File: src/hdl/mfs_pkg.sv
// package: instruction fields, opcodes, special-register numbers, shared types
package mfs_pkg;
	localparam logic [5:0] OP_PRIMARY = 6'h1f;
	localparam logic [9:0] XO_READ_MSR = 10'h053;
	localparam logic [9:0] XO_READ_COND = 10'h013;
	localparam logic [9:0] XO_READ_SPR = 10'h153;
	localparam logic [9:0] XO_READ_SEG = 10'h253;
	localparam logic [9:0] XO_READ_SEG_IND = 10'h273;
	localparam logic [9:0] SPR_FIXED_EXC = 10'h001;
	localparam logic [9:0] SPR_LINK = 10'h008;
	localparam logic [9:0] SPR_COUNT = 10'h009;
	localparam logic [9:0] SPR_FAULT_CAUSE = 10'h012;
	localparam logic [9:0] SPR_FAULT_ADDR = 10'h013;
	localparam logic [9:0] SPR_TIMER_NEW = 10'h016;
	localparam logic [9:0] SPR_PAGE_BASE = 10'h019;
	localparam logic [9:0] SPR_SAVE_ZERO = 10'h01a;
	localparam logic [9:0] SPR_SAVE_ONE = 10'h01b;
	localparam logic [9:0] SPR_SCRATCH_LO = 10'h110;
	localparam logic [9:0] SPR_SCRATCH_HI = 10'h113;
	localparam logic [9:0] SPR_EXT_ACCESS = 10'h11a;
	localparam logic [9:0] SPR_TB_LOW = 10'h11c;
	localparam logic [9:0] SPR_TB_HIGH = 10'h11d;
	localparam logic [9:0] SPR_XLATE_LO = 10'h210;
	localparam logic [9:0] SPR_XLATE_HI = 10'h21f;
	localparam logic [9:0] SPR_MUL_QUOT = 10'h000;
	localparam logic [9:0] SPR_CLOCK_HIGH = 10'h004;
	localparam logic [9:0] SPR_CLOCK_LOW = 10'h005;
	localparam logic [9:0] SPR_TIMER_OLD = 10'h006;
	localparam logic [4:0] REG_ZERO = 5'h00;
	localparam logic [31:0] WORD_ZERO = 32'h0000_0000;
	localparam logic [1:0] BUS_OKAY = 2'h0;

	// decoded form of an instruction word, bit 0 is the msb
	typedef struct packed {
		logic [5:0] primary;
		logic [4:0] dest;
		logic [4:0] field_a;
		logic [4:0] field_b;
		logic [9:0] ext;
		logic record_bit;
	} instr_t;

	typedef struct packed {
		logic valid;
		logic [4:0] idx;
		logic [31:0] data;
	} gpr_write_t;
endpackage

File: src/hdl/spr_decode.sv
// special-register number rebuild and classification
`timescale 1ns/1ns
`default_nettype none
module spr_decode (
	// raw split field and variant
	input wire logic [9:0] spr_field,
	input wire logic newer_arch,
	// classification
	output logic [9:0] spr_num,
	output logic spr_known,
	output logic spr_priv
);
	always_comb
	begin
		spr_num = {spr_field[4:0], spr_field[9:5]};
		spr_known = 1'b1;
		spr_priv = 1'b1;
		if (spr_num == mfs_pkg::SPR_FIXED_EXC || spr_num == mfs_pkg::SPR_LINK
			|| spr_num == mfs_pkg::SPR_COUNT)
		begin
			spr_priv = 1'b0;
		end
		else if (spr_num == mfs_pkg::SPR_FAULT_CAUSE || spr_num == mfs_pkg::SPR_FAULT_ADDR
			|| (spr_num >= mfs_pkg::SPR_PAGE_BASE && spr_num <= mfs_pkg::SPR_SAVE_ONE)
			|| (spr_num >= mfs_pkg::SPR_SCRATCH_LO && spr_num <= mfs_pkg::SPR_SCRATCH_HI)
			|| spr_num == mfs_pkg::SPR_EXT_ACCESS || spr_num == mfs_pkg::SPR_TB_LOW
			|| spr_num == mfs_pkg::SPR_TB_HIGH
			|| (spr_num >= mfs_pkg::SPR_XLATE_LO && spr_num <= mfs_pkg::SPR_XLATE_HI))
		begin
			spr_priv = 1'b1;
		end
		else if (spr_num == mfs_pkg::SPR_TIMER_NEW && newer_arch)
		begin
			spr_priv = 1'b1;
		end
		else if (spr_num == mfs_pkg::SPR_TIMER_OLD && !newer_arch)
		begin
			spr_priv = 1'b0;
		end
		else if ((spr_num == mfs_pkg::SPR_MUL_QUOT || spr_num == mfs_pkg::SPR_CLOCK_HIGH
			|| spr_num == mfs_pkg::SPR_CLOCK_LOW) && !newer_arch)
		begin
			spr_priv = 1'b0;
		end
		else
		begin
			spr_known = 1'b0;
			spr_priv = 1'b0;
		end
	end
endmodule
`default_nettype wire

File: src/hdl/move_from_special_regs.sv
// move-from instruction decode and execute, with AHB-Lite staging registers
//
// What this block does
// - read-machine-state copies state register to destination, exception and cr0 untouched.
// - read-machine-state is primary 31, extended 83, destination in bits 6-10.
// - machine-state and direct segment reads privileged only in newer variant.
// - one-field read: primary 31, bit 11 set, mask 12-19, extended 19.
// - mask bit 12 selects cr 0-3 up to bit 19 for 28-31, same place.
// - bit 11 clear copies the whole condition register.
// - special read: primary 31, number in 11-20, extended 339.
// - special number is built by swapping the two 5-bit halves.
// - numbers 1, 8, 9 free; listed system numbers need privilege.
// - newer variant serves timer at 22, privileged.
// - older variant serves timer at 6, unprivileged.
// - older variant only: quotient at 0, clock halves at 4 and 5.
// - an unlisted special number is an invalid form.
// - special read leaves exception register and cr0 unchanged.
// - direct segment read: extended 595, segment field picks source.
// - direct segment read keeps exception register; record may leave cr0 undefined.
// - older variant only: indirect segment read, extended 627, three operand fields.
// - nonzero base: base plus addend written to base, top 4 bits pick segment.
// - base field equal to destination field skips the sum write-back.
// - indirect read keeps exception register; record may leave cr0 undefined.
//
// Our own choices: the placing of the registers and the AHB-Lite slave port.
`timescale 1ns/1ns
`default_nettype none
module move_from_special_regs (
	// clock and reset
	input wire logic clk_sys,
	input wire logic resetn,
	// instruction issue from decode
	input wire logic issue_valid,
	input wire logic [31:0] issue_word,
	input wire logic user_state,
	// general-register read ports
	output logic [4:0] gpr_rd_a_idx,
	output logic [4:0] gpr_rd_b_idx,
	input wire logic [31:0] gpr_rd_a_data,
	input wire logic [31:0] gpr_rd_b_data,
	// architectural sources
	input wire logic [31:0] machine_state_reg,
	input wire logic [31:0] condition_reg,
	input wire logic [31:0] spr_rd_data,
	input wire logic [31:0] segment_rd_data,
	output logic [9:0] spr_rd_num,
	output logic [3:0] segment_index,
	// results
	output mfs_pkg::gpr_write_t dest_write,
	output mfs_pkg::gpr_write_t base_write,
	output logic priv_exception,
	output logic invalid_form,
	output logic cr0_undefined,
	// AHB-Lite slave
	input wire logic hsel,
	input wire logic [31:0] haddr,
	input wire logic [1:0] htrans,
	input wire logic hwrite,
	input wire logic [2:0] hsize,
	input wire logic [31:0] hwdata,
	input wire logic hready,
	output logic [31:0] hrdata,
	output logic hreadyout,
	output logic hresp
);
	localparam logic [7:0] ADDR_CTRL = 8'h00;
	localparam logic [7:0] ADDR_STATUS = 8'h04;
	localparam logic [7:0] ADDR_COUNT = 8'h08;
	localparam int CTRL_NEWER_BIT = 0;

	typedef enum logic [2:0]
	{
		ST_IDLE = 3'b001,
		ST_EXEC = 3'b010,
		ST_DONE = 3'b100
	} state_t;

	function automatic logic onehot8(input logic [7:0] m);
		onehot8 = (m != 8'h00) && ((m & (m - 8'h01)) == 8'h00);
	endfunction

	// instruction field extraction; bit 0 of the word is its msb
	mfs_pkg::instr_t ins;
	assign ins = issue_word;

	state_t state_q, state_d;
	mfs_pkg::instr_t ins_q, ins_d;
	logic user_q, user_d;
	logic newer_q, newer_d;
	logic [31:0] exec_count_q, exec_count_d;
	logic [3:0] last_status_q, last_status_d;
	mfs_pkg::gpr_write_t dest_q, dest_d, base_q, base_d;
	logic priv_q, priv_d, inval_q, inval_d, cr0u_q, cr0u_d;
	logic [31:0] hrdata_q, hrdata_d;
	logic ph_wr_q, ph_wr_d, ph_rd_q, ph_rd_d;
	logic [7:0] ph_addr_q, ph_addr_d;

	logic [9:0] spr_num;
	logic spr_known, spr_priv;
	logic [31:0] sum;
	logic [7:0] mask;
	logic [31:0] lane_sel;

	spr_decode u_spr (
		.spr_field({ins_q.field_a, ins_q.field_b}),
		.newer_arch(newer_q),
		.spr_num(spr_num),
		.spr_known(spr_known),
		.spr_priv(spr_priv)
	);

	assign sum = gpr_rd_a_data + gpr_rd_b_data;
	assign mask = {ins_q.field_a[3:0], ins_q.field_b[4:1]};
	always_comb
	begin
		for (int i = 0; i < 8; i++)
		begin
			lane_sel[31 - 4 * i -: 4] = {4{mask[7 - i]}};
		end
	end

	// operand routing uses the held instruction during execute
	assign gpr_rd_a_idx = ins_q.field_a;
	assign gpr_rd_b_idx = ins_q.field_b;
	assign spr_rd_num = spr_num;
	assign segment_index = (ins_q.ext == mfs_pkg::XO_READ_SEG_IND) ? sum[31:28]
		: ins_q.field_a[3:0];

	always_comb
	begin
		state_d = state_q;
		ins_d = ins_q;
		user_d = user_q;
		exec_count_d = exec_count_q;
		last_status_d = last_status_q;
		dest_d = '0;
		base_d = '0;
		priv_d = 1'b0;
		inval_d = 1'b0;
		cr0u_d = 1'b0;
		case (state_q)
			ST_IDLE:
			begin
				if (issue_valid && ins.primary == mfs_pkg::OP_PRIMARY)
				begin
					ins_d = ins;
					user_d = user_state;
					state_d = ST_EXEC;
				end
			end
			ST_EXEC:
			begin
				logic is_priv;
				logic bad;
				logic [31:0] val;
				is_priv = 1'b0;
				bad = 1'b0;
				val = mfs_pkg::WORD_ZERO;
				case (ins_q.ext)
					mfs_pkg::XO_READ_MSR:
					begin
						val = machine_state_reg;
						is_priv = newer_q;
					end
					mfs_pkg::XO_READ_COND:
					begin
						if (ins_q.field_a[4])
						begin
							bad = !onehot8(mask);
							val = condition_reg & lane_sel;
						end
						else
						begin
							val = condition_reg;
						end
					end
					mfs_pkg::XO_READ_SPR:
					begin
						val = spr_rd_data;
						bad = !spr_known;
						is_priv = spr_priv;
					end
					mfs_pkg::XO_READ_SEG:
					begin
						val = segment_rd_data;
						is_priv = newer_q;
						cr0u_d = ins_q.record_bit;
					end
					mfs_pkg::XO_READ_SEG_IND:
					begin
						bad = newer_q;
						val = segment_rd_data;
						cr0u_d = ins_q.record_bit;
						base_d.valid = !newer_q && ins_q.field_a != mfs_pkg::REG_ZERO
							&& ins_q.field_a != ins_q.dest;
						base_d.idx = ins_q.field_a;
						base_d.data = sum;
					end
					default:
					begin
						bad = 1'b1;
					end
				endcase
				if (bad)
				begin
					inval_d = 1'b1;
					base_d.valid = 1'b0;
					cr0u_d = 1'b0;
				end
				else if (is_priv && user_q)
				begin
					priv_d = 1'b1;
					base_d.valid = 1'b0;
					cr0u_d = 1'b0;
				end
				else
				begin
					dest_d.valid = 1'b1;
					dest_d.idx = ins_q.dest;
					dest_d.data = val;
				end
				exec_count_d = exec_count_q + 32'h0000_0001;
				last_status_d = {bad, is_priv && user_q && !bad, cr0u_d, !bad && !(is_priv && user_q)};
				state_d = ST_DONE;
			end
			ST_DONE:
			begin
				state_d = ST_IDLE;
			end
			default:
			begin
				state_d = ST_IDLE;
			end
		endcase
	end

	// bus slave: zero wait states, unmapped reads return zero
	always_comb
	begin
		logic take;
		take = hsel && hready && htrans[1];
		ph_wr_d = take && hwrite;
		ph_rd_d = take && !hwrite;
		ph_addr_d = take ? haddr[7:0] : ph_addr_q;
		newer_d = newer_q;
		if (ph_wr_q && ph_addr_q == ADDR_CTRL)
		begin
			newer_d = hwdata[CTRL_NEWER_BIT];
		end
		hrdata_d = mfs_pkg::WORD_ZERO;
		if (ph_rd_d)
		begin
			case (haddr[7:0])
				ADDR_CTRL: hrdata_d = {31'h0000_0000, newer_d};
				ADDR_STATUS: hrdata_d = {28'h000_0000, last_status_q};
				ADDR_COUNT: hrdata_d = exec_count_q;
				default: hrdata_d = mfs_pkg::WORD_ZERO;
			endcase
		end
	end

	always_ff @(posedge clk_sys)
	begin
		if (!resetn)
		begin
			state_q <= ST_IDLE;
			ins_q <= '0;
			user_q <= 1'b0;
			newer_q <= 1'b1;
			exec_count_q <= mfs_pkg::WORD_ZERO;
			last_status_q <= 4'h0;
			dest_q <= '0;
			base_q <= '0;
			priv_q <= 1'b0;
			inval_q <= 1'b0;
			cr0u_q <= 1'b0;
			hrdata_q <= mfs_pkg::WORD_ZERO;
			ph_wr_q <= 1'b0;
			ph_rd_q <= 1'b0;
			ph_addr_q <= 8'h00;
		end
		else
		begin
			state_q <= state_d;
			ins_q <= ins_d;
			user_q <= user_d;
			newer_q <= newer_d;
			exec_count_q <= exec_count_d;
			last_status_q <= last_status_d;
			dest_q <= dest_d;
			base_q <= base_d;
			priv_q <= priv_d;
			inval_q <= inval_d;
			cr0u_q <= cr0u_d;
			hrdata_q <= hrdata_d;
			ph_wr_q <= ph_wr_d;
			ph_rd_q <= ph_rd_d;
			ph_addr_q <= ph_addr_d;
		end
	end

	assign dest_write = dest_q;
	assign base_write = base_q;
	assign priv_exception = priv_q;
	assign invalid_form = inval_q;
	assign cr0_undefined = cr0u_q;
	assign hrdata = hrdata_q;
	assign hreadyout = 1'b1;
	assign hresp = mfs_pkg::BUS_OKAY[0];

	a_priv_blocks_write: assert property (@(posedge clk_sys) disable iff (!resetn)
		priv_q |-> !dest_q.valid && !base_q.valid)
		else $error("privileged fault with a register write");
	a_user_priv_fault: assert property (@(posedge clk_sys) disable iff (!resetn)
		state_q == ST_EXEC && user_q && newer_q && ins_q.ext == mfs_pkg::XO_READ_MSR
		|=> priv_q)
		else $error("user state state-register read not faulted");
	a_msr_copy: assert property (@(posedge clk_sys) disable iff (!resetn)
		state_q == ST_EXEC && !user_q && ins_q.ext == mfs_pkg::XO_READ_MSR
		|=> dest_q.valid && dest_q.data == $past(machine_state_reg)
		&& dest_q.idx == $past(ins_q.dest))
		else $error("state register not copied to destination");
	a_whole_cond: assert property (@(posedge clk_sys) disable iff (!resetn)
		state_q == ST_EXEC && ins_q.ext == mfs_pkg::XO_READ_COND && !ins_q.field_a[4]
		|=> dest_q.data == $past(condition_reg))
		else $error("condition register copy wrong");
	a_mask_invalid: assert property (@(posedge clk_sys) disable iff (!resetn)
		state_q == ST_EXEC && ins_q.ext == mfs_pkg::XO_READ_COND && ins_q.field_a[4]
		&& mask == 8'h00 |=> inval_q && !dest_q.valid)
		else $error("empty mask not invalid");
	a_spr_unknown: assert property (@(posedge clk_sys) disable iff (!resetn)
		state_q == ST_EXEC && ins_q.ext == mfs_pkg::XO_READ_SPR && !spr_known
		|=> inval_q)
		else $error("unlisted special number accepted");
	a_base_skip: assert property (@(posedge clk_sys) disable iff (!resetn)
		base_q.valid |-> base_q.idx != dest_q.idx && base_q.idx != mfs_pkg::REG_ZERO)
		else $error("base written when equal to destination or zero");
	a_ind_older_only: assert property (@(posedge clk_sys) disable iff (!resetn)
		state_q == ST_EXEC && newer_q && ins_q.ext == mfs_pkg::XO_READ_SEG_IND
		|=> inval_q ##1 !inval_q)
		else $error("indirect segment read accepted in newer variant");
endmodule
`default_nettype wire

File: config.mk
export PLATFORM = sky130hd
export DESIGN_NAME = move_from_special_regs
export DESIGN_NICKNAME = d
export VERILOG_FILES = /design/src/hdl/mfs_pkg.sv /design/src/hdl/spr_decode.sv /design/src/hdl/move_from_special_regs.sv
export SDC_FILE = /design/constraint.sdc
export NUM_CORES = 1
export LEC_CHECK = 0
export BUFFER_PORTS_ARGS = -buffer_cell sky130_fd_sc_hd__buf_4
export CORE_AREA = 2 2 168 170
export CTS_CLUSTER_DIAMETER = 40
export DETAILED_ROUTE_END_ITERATION = 7
export DIE_AREA = 0 0 170 172
export PLACE_DENSITY_LB_ADDON = 0.08
export SLEW_MARGIN = 20
export SYNTH_ARGS = -nofsm -noshare
export SYNTH_HDL_FRONTEND = slang
export SYNTH_SLANG_ARGS = --single-unit
File: constraint.sdc
create_clock -name clk_sys -period 2.15 [get_ports clk_sys]
set_clock_uncertainty 0.1 [all_clocks]
set_input_delay 0.1075 -clock clk_sys [delete_from_list [all_inputs] [get_ports clk_sys]]
set_output_delay 0.1075 -clock clk_sys [all_outputs]
set_load 0.005 [all_outputs]
==> metrics.cfg <==
[synthesis]
synth-seq-area-share=0.4158
syn_inst_count=1006
synth-async-reset-ratio=0
synth.top_cells.by_area=sky130_fd_sc_hd__dfxtp_1 (42%), sky130_fd_sc_hd__ha_1 (4.4%), sky130_fd_sc_hd__mux2_2 (4.0%)
syn-mean-instance-area_um2=8.949
postSynthNetCount=1339
yosysWarningCount=0
post-synth-top-area-fraction=0.4158
yosys.area.top_type=sky130_fd_sc_hd__dfxtp_1
yosys_register_bits=187
synth_common_cells=sky130_fd_sc_hd__dfxtp_1 (187), sky130_fd_sc_hd__nand2_1 (87), sky130_fd_sc_hd__nor2_1 (82)
ys_flop_type=sky130_fd_sc_hd__dfxtp_1
netlist_area_um2=9002
synth.distinct_cells=66
synth_most_common_cell=sky130_fd_sc_hd__dfxtp_1
synth-edff-count=0

[clock_tree]
tritoncts=yes
cts_made_buffers=17
insertion_delay_ns=0.43
clock_tree.htree_level_count=4
ctsLongestPathBuffers=2
clk_tree_root_cell=sky130_fd_sc_hd__clkbuf_16
clkSinkCount=187
clkTransAtPathRegs_ns=0.07

[global_route]
global_route.overflow_total=0
global_route.usage.met2=0.3505
grt_busiest_layer=met2
grt_pass1_wl_um=48810
grt_pass1_vias=9436
grtUsageMet1=0.2752
grt_max_degree=45
global_routing_met3_resource_utilization=0.04532
antenna_found_initial=3
grt.total_usage=0.2121

[job]
max_capacitance_violation_total=0

[route]
firstDrtPassIters=6
post_detailed_route_drc_marker_count=0
drt_first_iter_violations=443
vias_per_cell=4.758
number_of_nets_with_antenna_violations_after_routing=0
dr_total_vias=9602
totalWireLength_um=33020
routedWlPerCell_um=16.36

[timing]
grt_setup_unrepaired=yes
max_slew_margin=0.6041
finalMaxSlewViolations=0
min_period_ns=2.282
achievable-frequency_mhz=438.2
final.period_utilization=1.061
max_slew.worst_pin.slew_ns=0.5896
report.final.setup_viol=31
final_critical_path_setup_slack_ns=-0.1320
hold_viol=0

[setup_path]
critical_path_data_arrival_time_ns=2.07
path_class=in2out
worst-endpoint-required_ns=1.94
worstSetupEndpointType=output pin
worst-path-max-fanout=2
worst_setup_path_start_kind=primary input

[cells_and_area]
layout_cells_excl_fill=2018
seqCellArea_um2=3766
num-nets-final=1989
finalCoreUtilization=0.5875
multiInputGateArea_um2=5444
share_of_post_route_cells_with_drive_strength_above_1=0.4482
syn_to_final_growth_pct=79.32
filler_cell_count=2486

[placed_design]
place_hpwl_um=23590
numPortBuffers=375
post-place-cells=1809
gp_congestion=0.8426

[power]
vdd_ir_drop_max_v=0.0003917
power.internal_mw=6.030
switching_power_mw=2.116
pwr_density_cell_nw_per_um2=504.7
netSwitchingFraction=0.2598
leakagePower_nw=6.930
clockPowerShare=0.382
design_power_total_mw=8.147
flop_pwr_share=0.426
share_comb_of_total_power=0.192

[status]
violations_in_the_final_reports=setup timing
status=complete, but fails checks

[floorplan]
die_area_um2=29240
io_pins=437
start_util=0.3276
die_width_um=170
rows=61
core_area_um2=27480
fp.dieH_um=172

[hold_path]
timing.hold.worst.class=in2reg

power groups by stage:
stage	Combinational [mW]	Clock, mW	Sequential, mW
after global placement	1.15	0	3.55
after CTS	1.48	3.22	3.47
after detailed placement	1.15	0	3.55
after floorplan	0.502	0	3.55
final	1.57	3.11	3.47
after global routing	1.70	3.33	3.47
stage by stage:
stage | worst slack, ns | instance area, µm² | TNS (ns) | hold WS [ns]
2_1_floorplan | 0.006473 | 9010 | 0 | 0.1435
3_3_place_gp | -0.3563 | 13090 | -5.430 | 0.2503
3_5_place_dp | -0.4288 | 13090 | -6.232 | 0.2512
4_1_cts | -0.1826 | 15510 | -0.5648 | 0.001132
5_1_grt | -0.2408 | 16140 | -5.893 | -0.001832
6_report | -0.1320 | 16140 | -1.065 | 0.01587
critical path, cell delays in order:
cell and delay (ns):
sky130_fd_sc_hd__buf_4 0.11, sky130_fd_sc_hd__ha_1 0.21, sky130_fd_sc_hd__buf_4 0.13, sky130_fd_sc_hd__a21oi_1 0.26
sky130_fd_sc_hd__a21oi_1 0.13, sky130_fd_sc_hd__o21a_1 0.21, sky130_fd_sc_hd__o21ai_0 0.16, sky130_fd_sc_hd__a21oi_1 0.09
sky130_fd_sc_hd__a31oi_1 0.16, sky130_fd_sc_hd__a41o_1 0.16, sky130_fd_sc_hd__a31oi_4 0.05, sky130_fd_sc_hd__o21ai_1 0.17
sky130_fd_sc_hd__buf_4 0.13
kinds of logic (layout without fill, tap and decap cells):
kind of cell / after synthesis / after routing / synth area share
buffers and inverters: 100 / 763 / 0.05254
adder cells (fa/ha/maj): 33 / 33 / 0.04670
multiplexers: 60 / 60 / 0.07116
AO/OA/AOI/OAI: 210 / 210 / 0.1502
XOR/XNOR: 55 / 55 / 0.05351
flip-flops: 187 / 187 / 0.4158
other: 2 / 5 / 0.0008342
AND/OR/NAND/NOR: 359 / 359 / 0.2092
final timing paths:
path,cells after the start,slack (ns),from,to
max,13,-0.13,gpr_rd_a_data[19],segment_index[3]
min reg2reg,1,0.36,exec_count_q[17],hrdata[17]
min,4,0.02,gpr_rd_b_data[2],base_write[2]
max reg2reg,11,-0.06,gpr_rd_a_idx[0],dest_write[7]
metal layers:
metal | vias to the layer above | routed length, µm
met2 | 310 | 16020
li1 | 4795 | -
met5 | - | 0
met3 | 55 | 1949
met1 | 4442 | 14350
met4 | 0 | 703
final cells by class:
class,count,share of cell area
Tap cell,346,0.02682
Timing Repair Buffer,699,0.3589
Multi-Input combinational cell,719,0.3372
Sequential cell,187,0.2333
Inverter,32,0.007441
Clock buffer,19,0.02806
Clock inverter,13,0.007751
Antenna cell,3,0.0004650
registers in the layout, indices dropped and copies added, names as in the netlist, 3 cells and up:
name,cells
last_status_q,4
dest_write,38
ins_q,16
hrdata,32
ph_addr_q,8
base_write,38
state_q,3
gpr_rd_b_idx,5
gpr_rd_a_idx,5
exec_count_q,32
what timing repair did:
action	CTS	global route
cloned	0	3
gates resized for setup	51	129
setup buffers	11	11
hold buffers	151	0
endpoints found under the setup margin	46	66
pin swaps	31	69
hold endpoints to repair	78	0
layout by cell type, fill, tap and decap left out, types with 13 or more instances in the layout:
cell type	synthesis	final
sky130_fd_sc_hd__a21oi_1	68	39
sky130_fd_sc_hd__a21oi_2	2	29
sky130_fd_sc_hd__a222oi_1	16	16
sky130_fd_sc_hd__a22oi_1	19	19
sky130_fd_sc_hd__and2_1	53	53
sky130_fd_sc_hd__buf_4	22	526
sky130_fd_sc_hd__clkbuf_16	0	19
sky130_fd_sc_hd__dfxtp_1	187	175
sky130_fd_sc_hd__dlygate4sd3_1	0	151
sky130_fd_sc_hd__ha_1	32	22
sky130_fd_sc_hd__inv_1	31	27
sky130_fd_sc_hd__mux2_2	32	32
sky130_fd_sc_hd__mux2i_1	28	28
sky130_fd_sc_hd__nand2_1	87	82
sky130_fd_sc_hd__nand3_1	18	14
sky130_fd_sc_hd__nand4_1	13	13
sky130_fd_sc_hd__nor2_1	82	61
sky130_fd_sc_hd__nor2_4	1	21
sky130_fd_sc_hd__nor2b_1	35	34
sky130_fd_sc_hd__o21ai_0	38	25
sky130_fd_sc_hd__xnor2_1	40	38
sky130_fd_sc_hd__xor2_1	15	14
No activity file was read; power rests on OpenSTA's default activity.
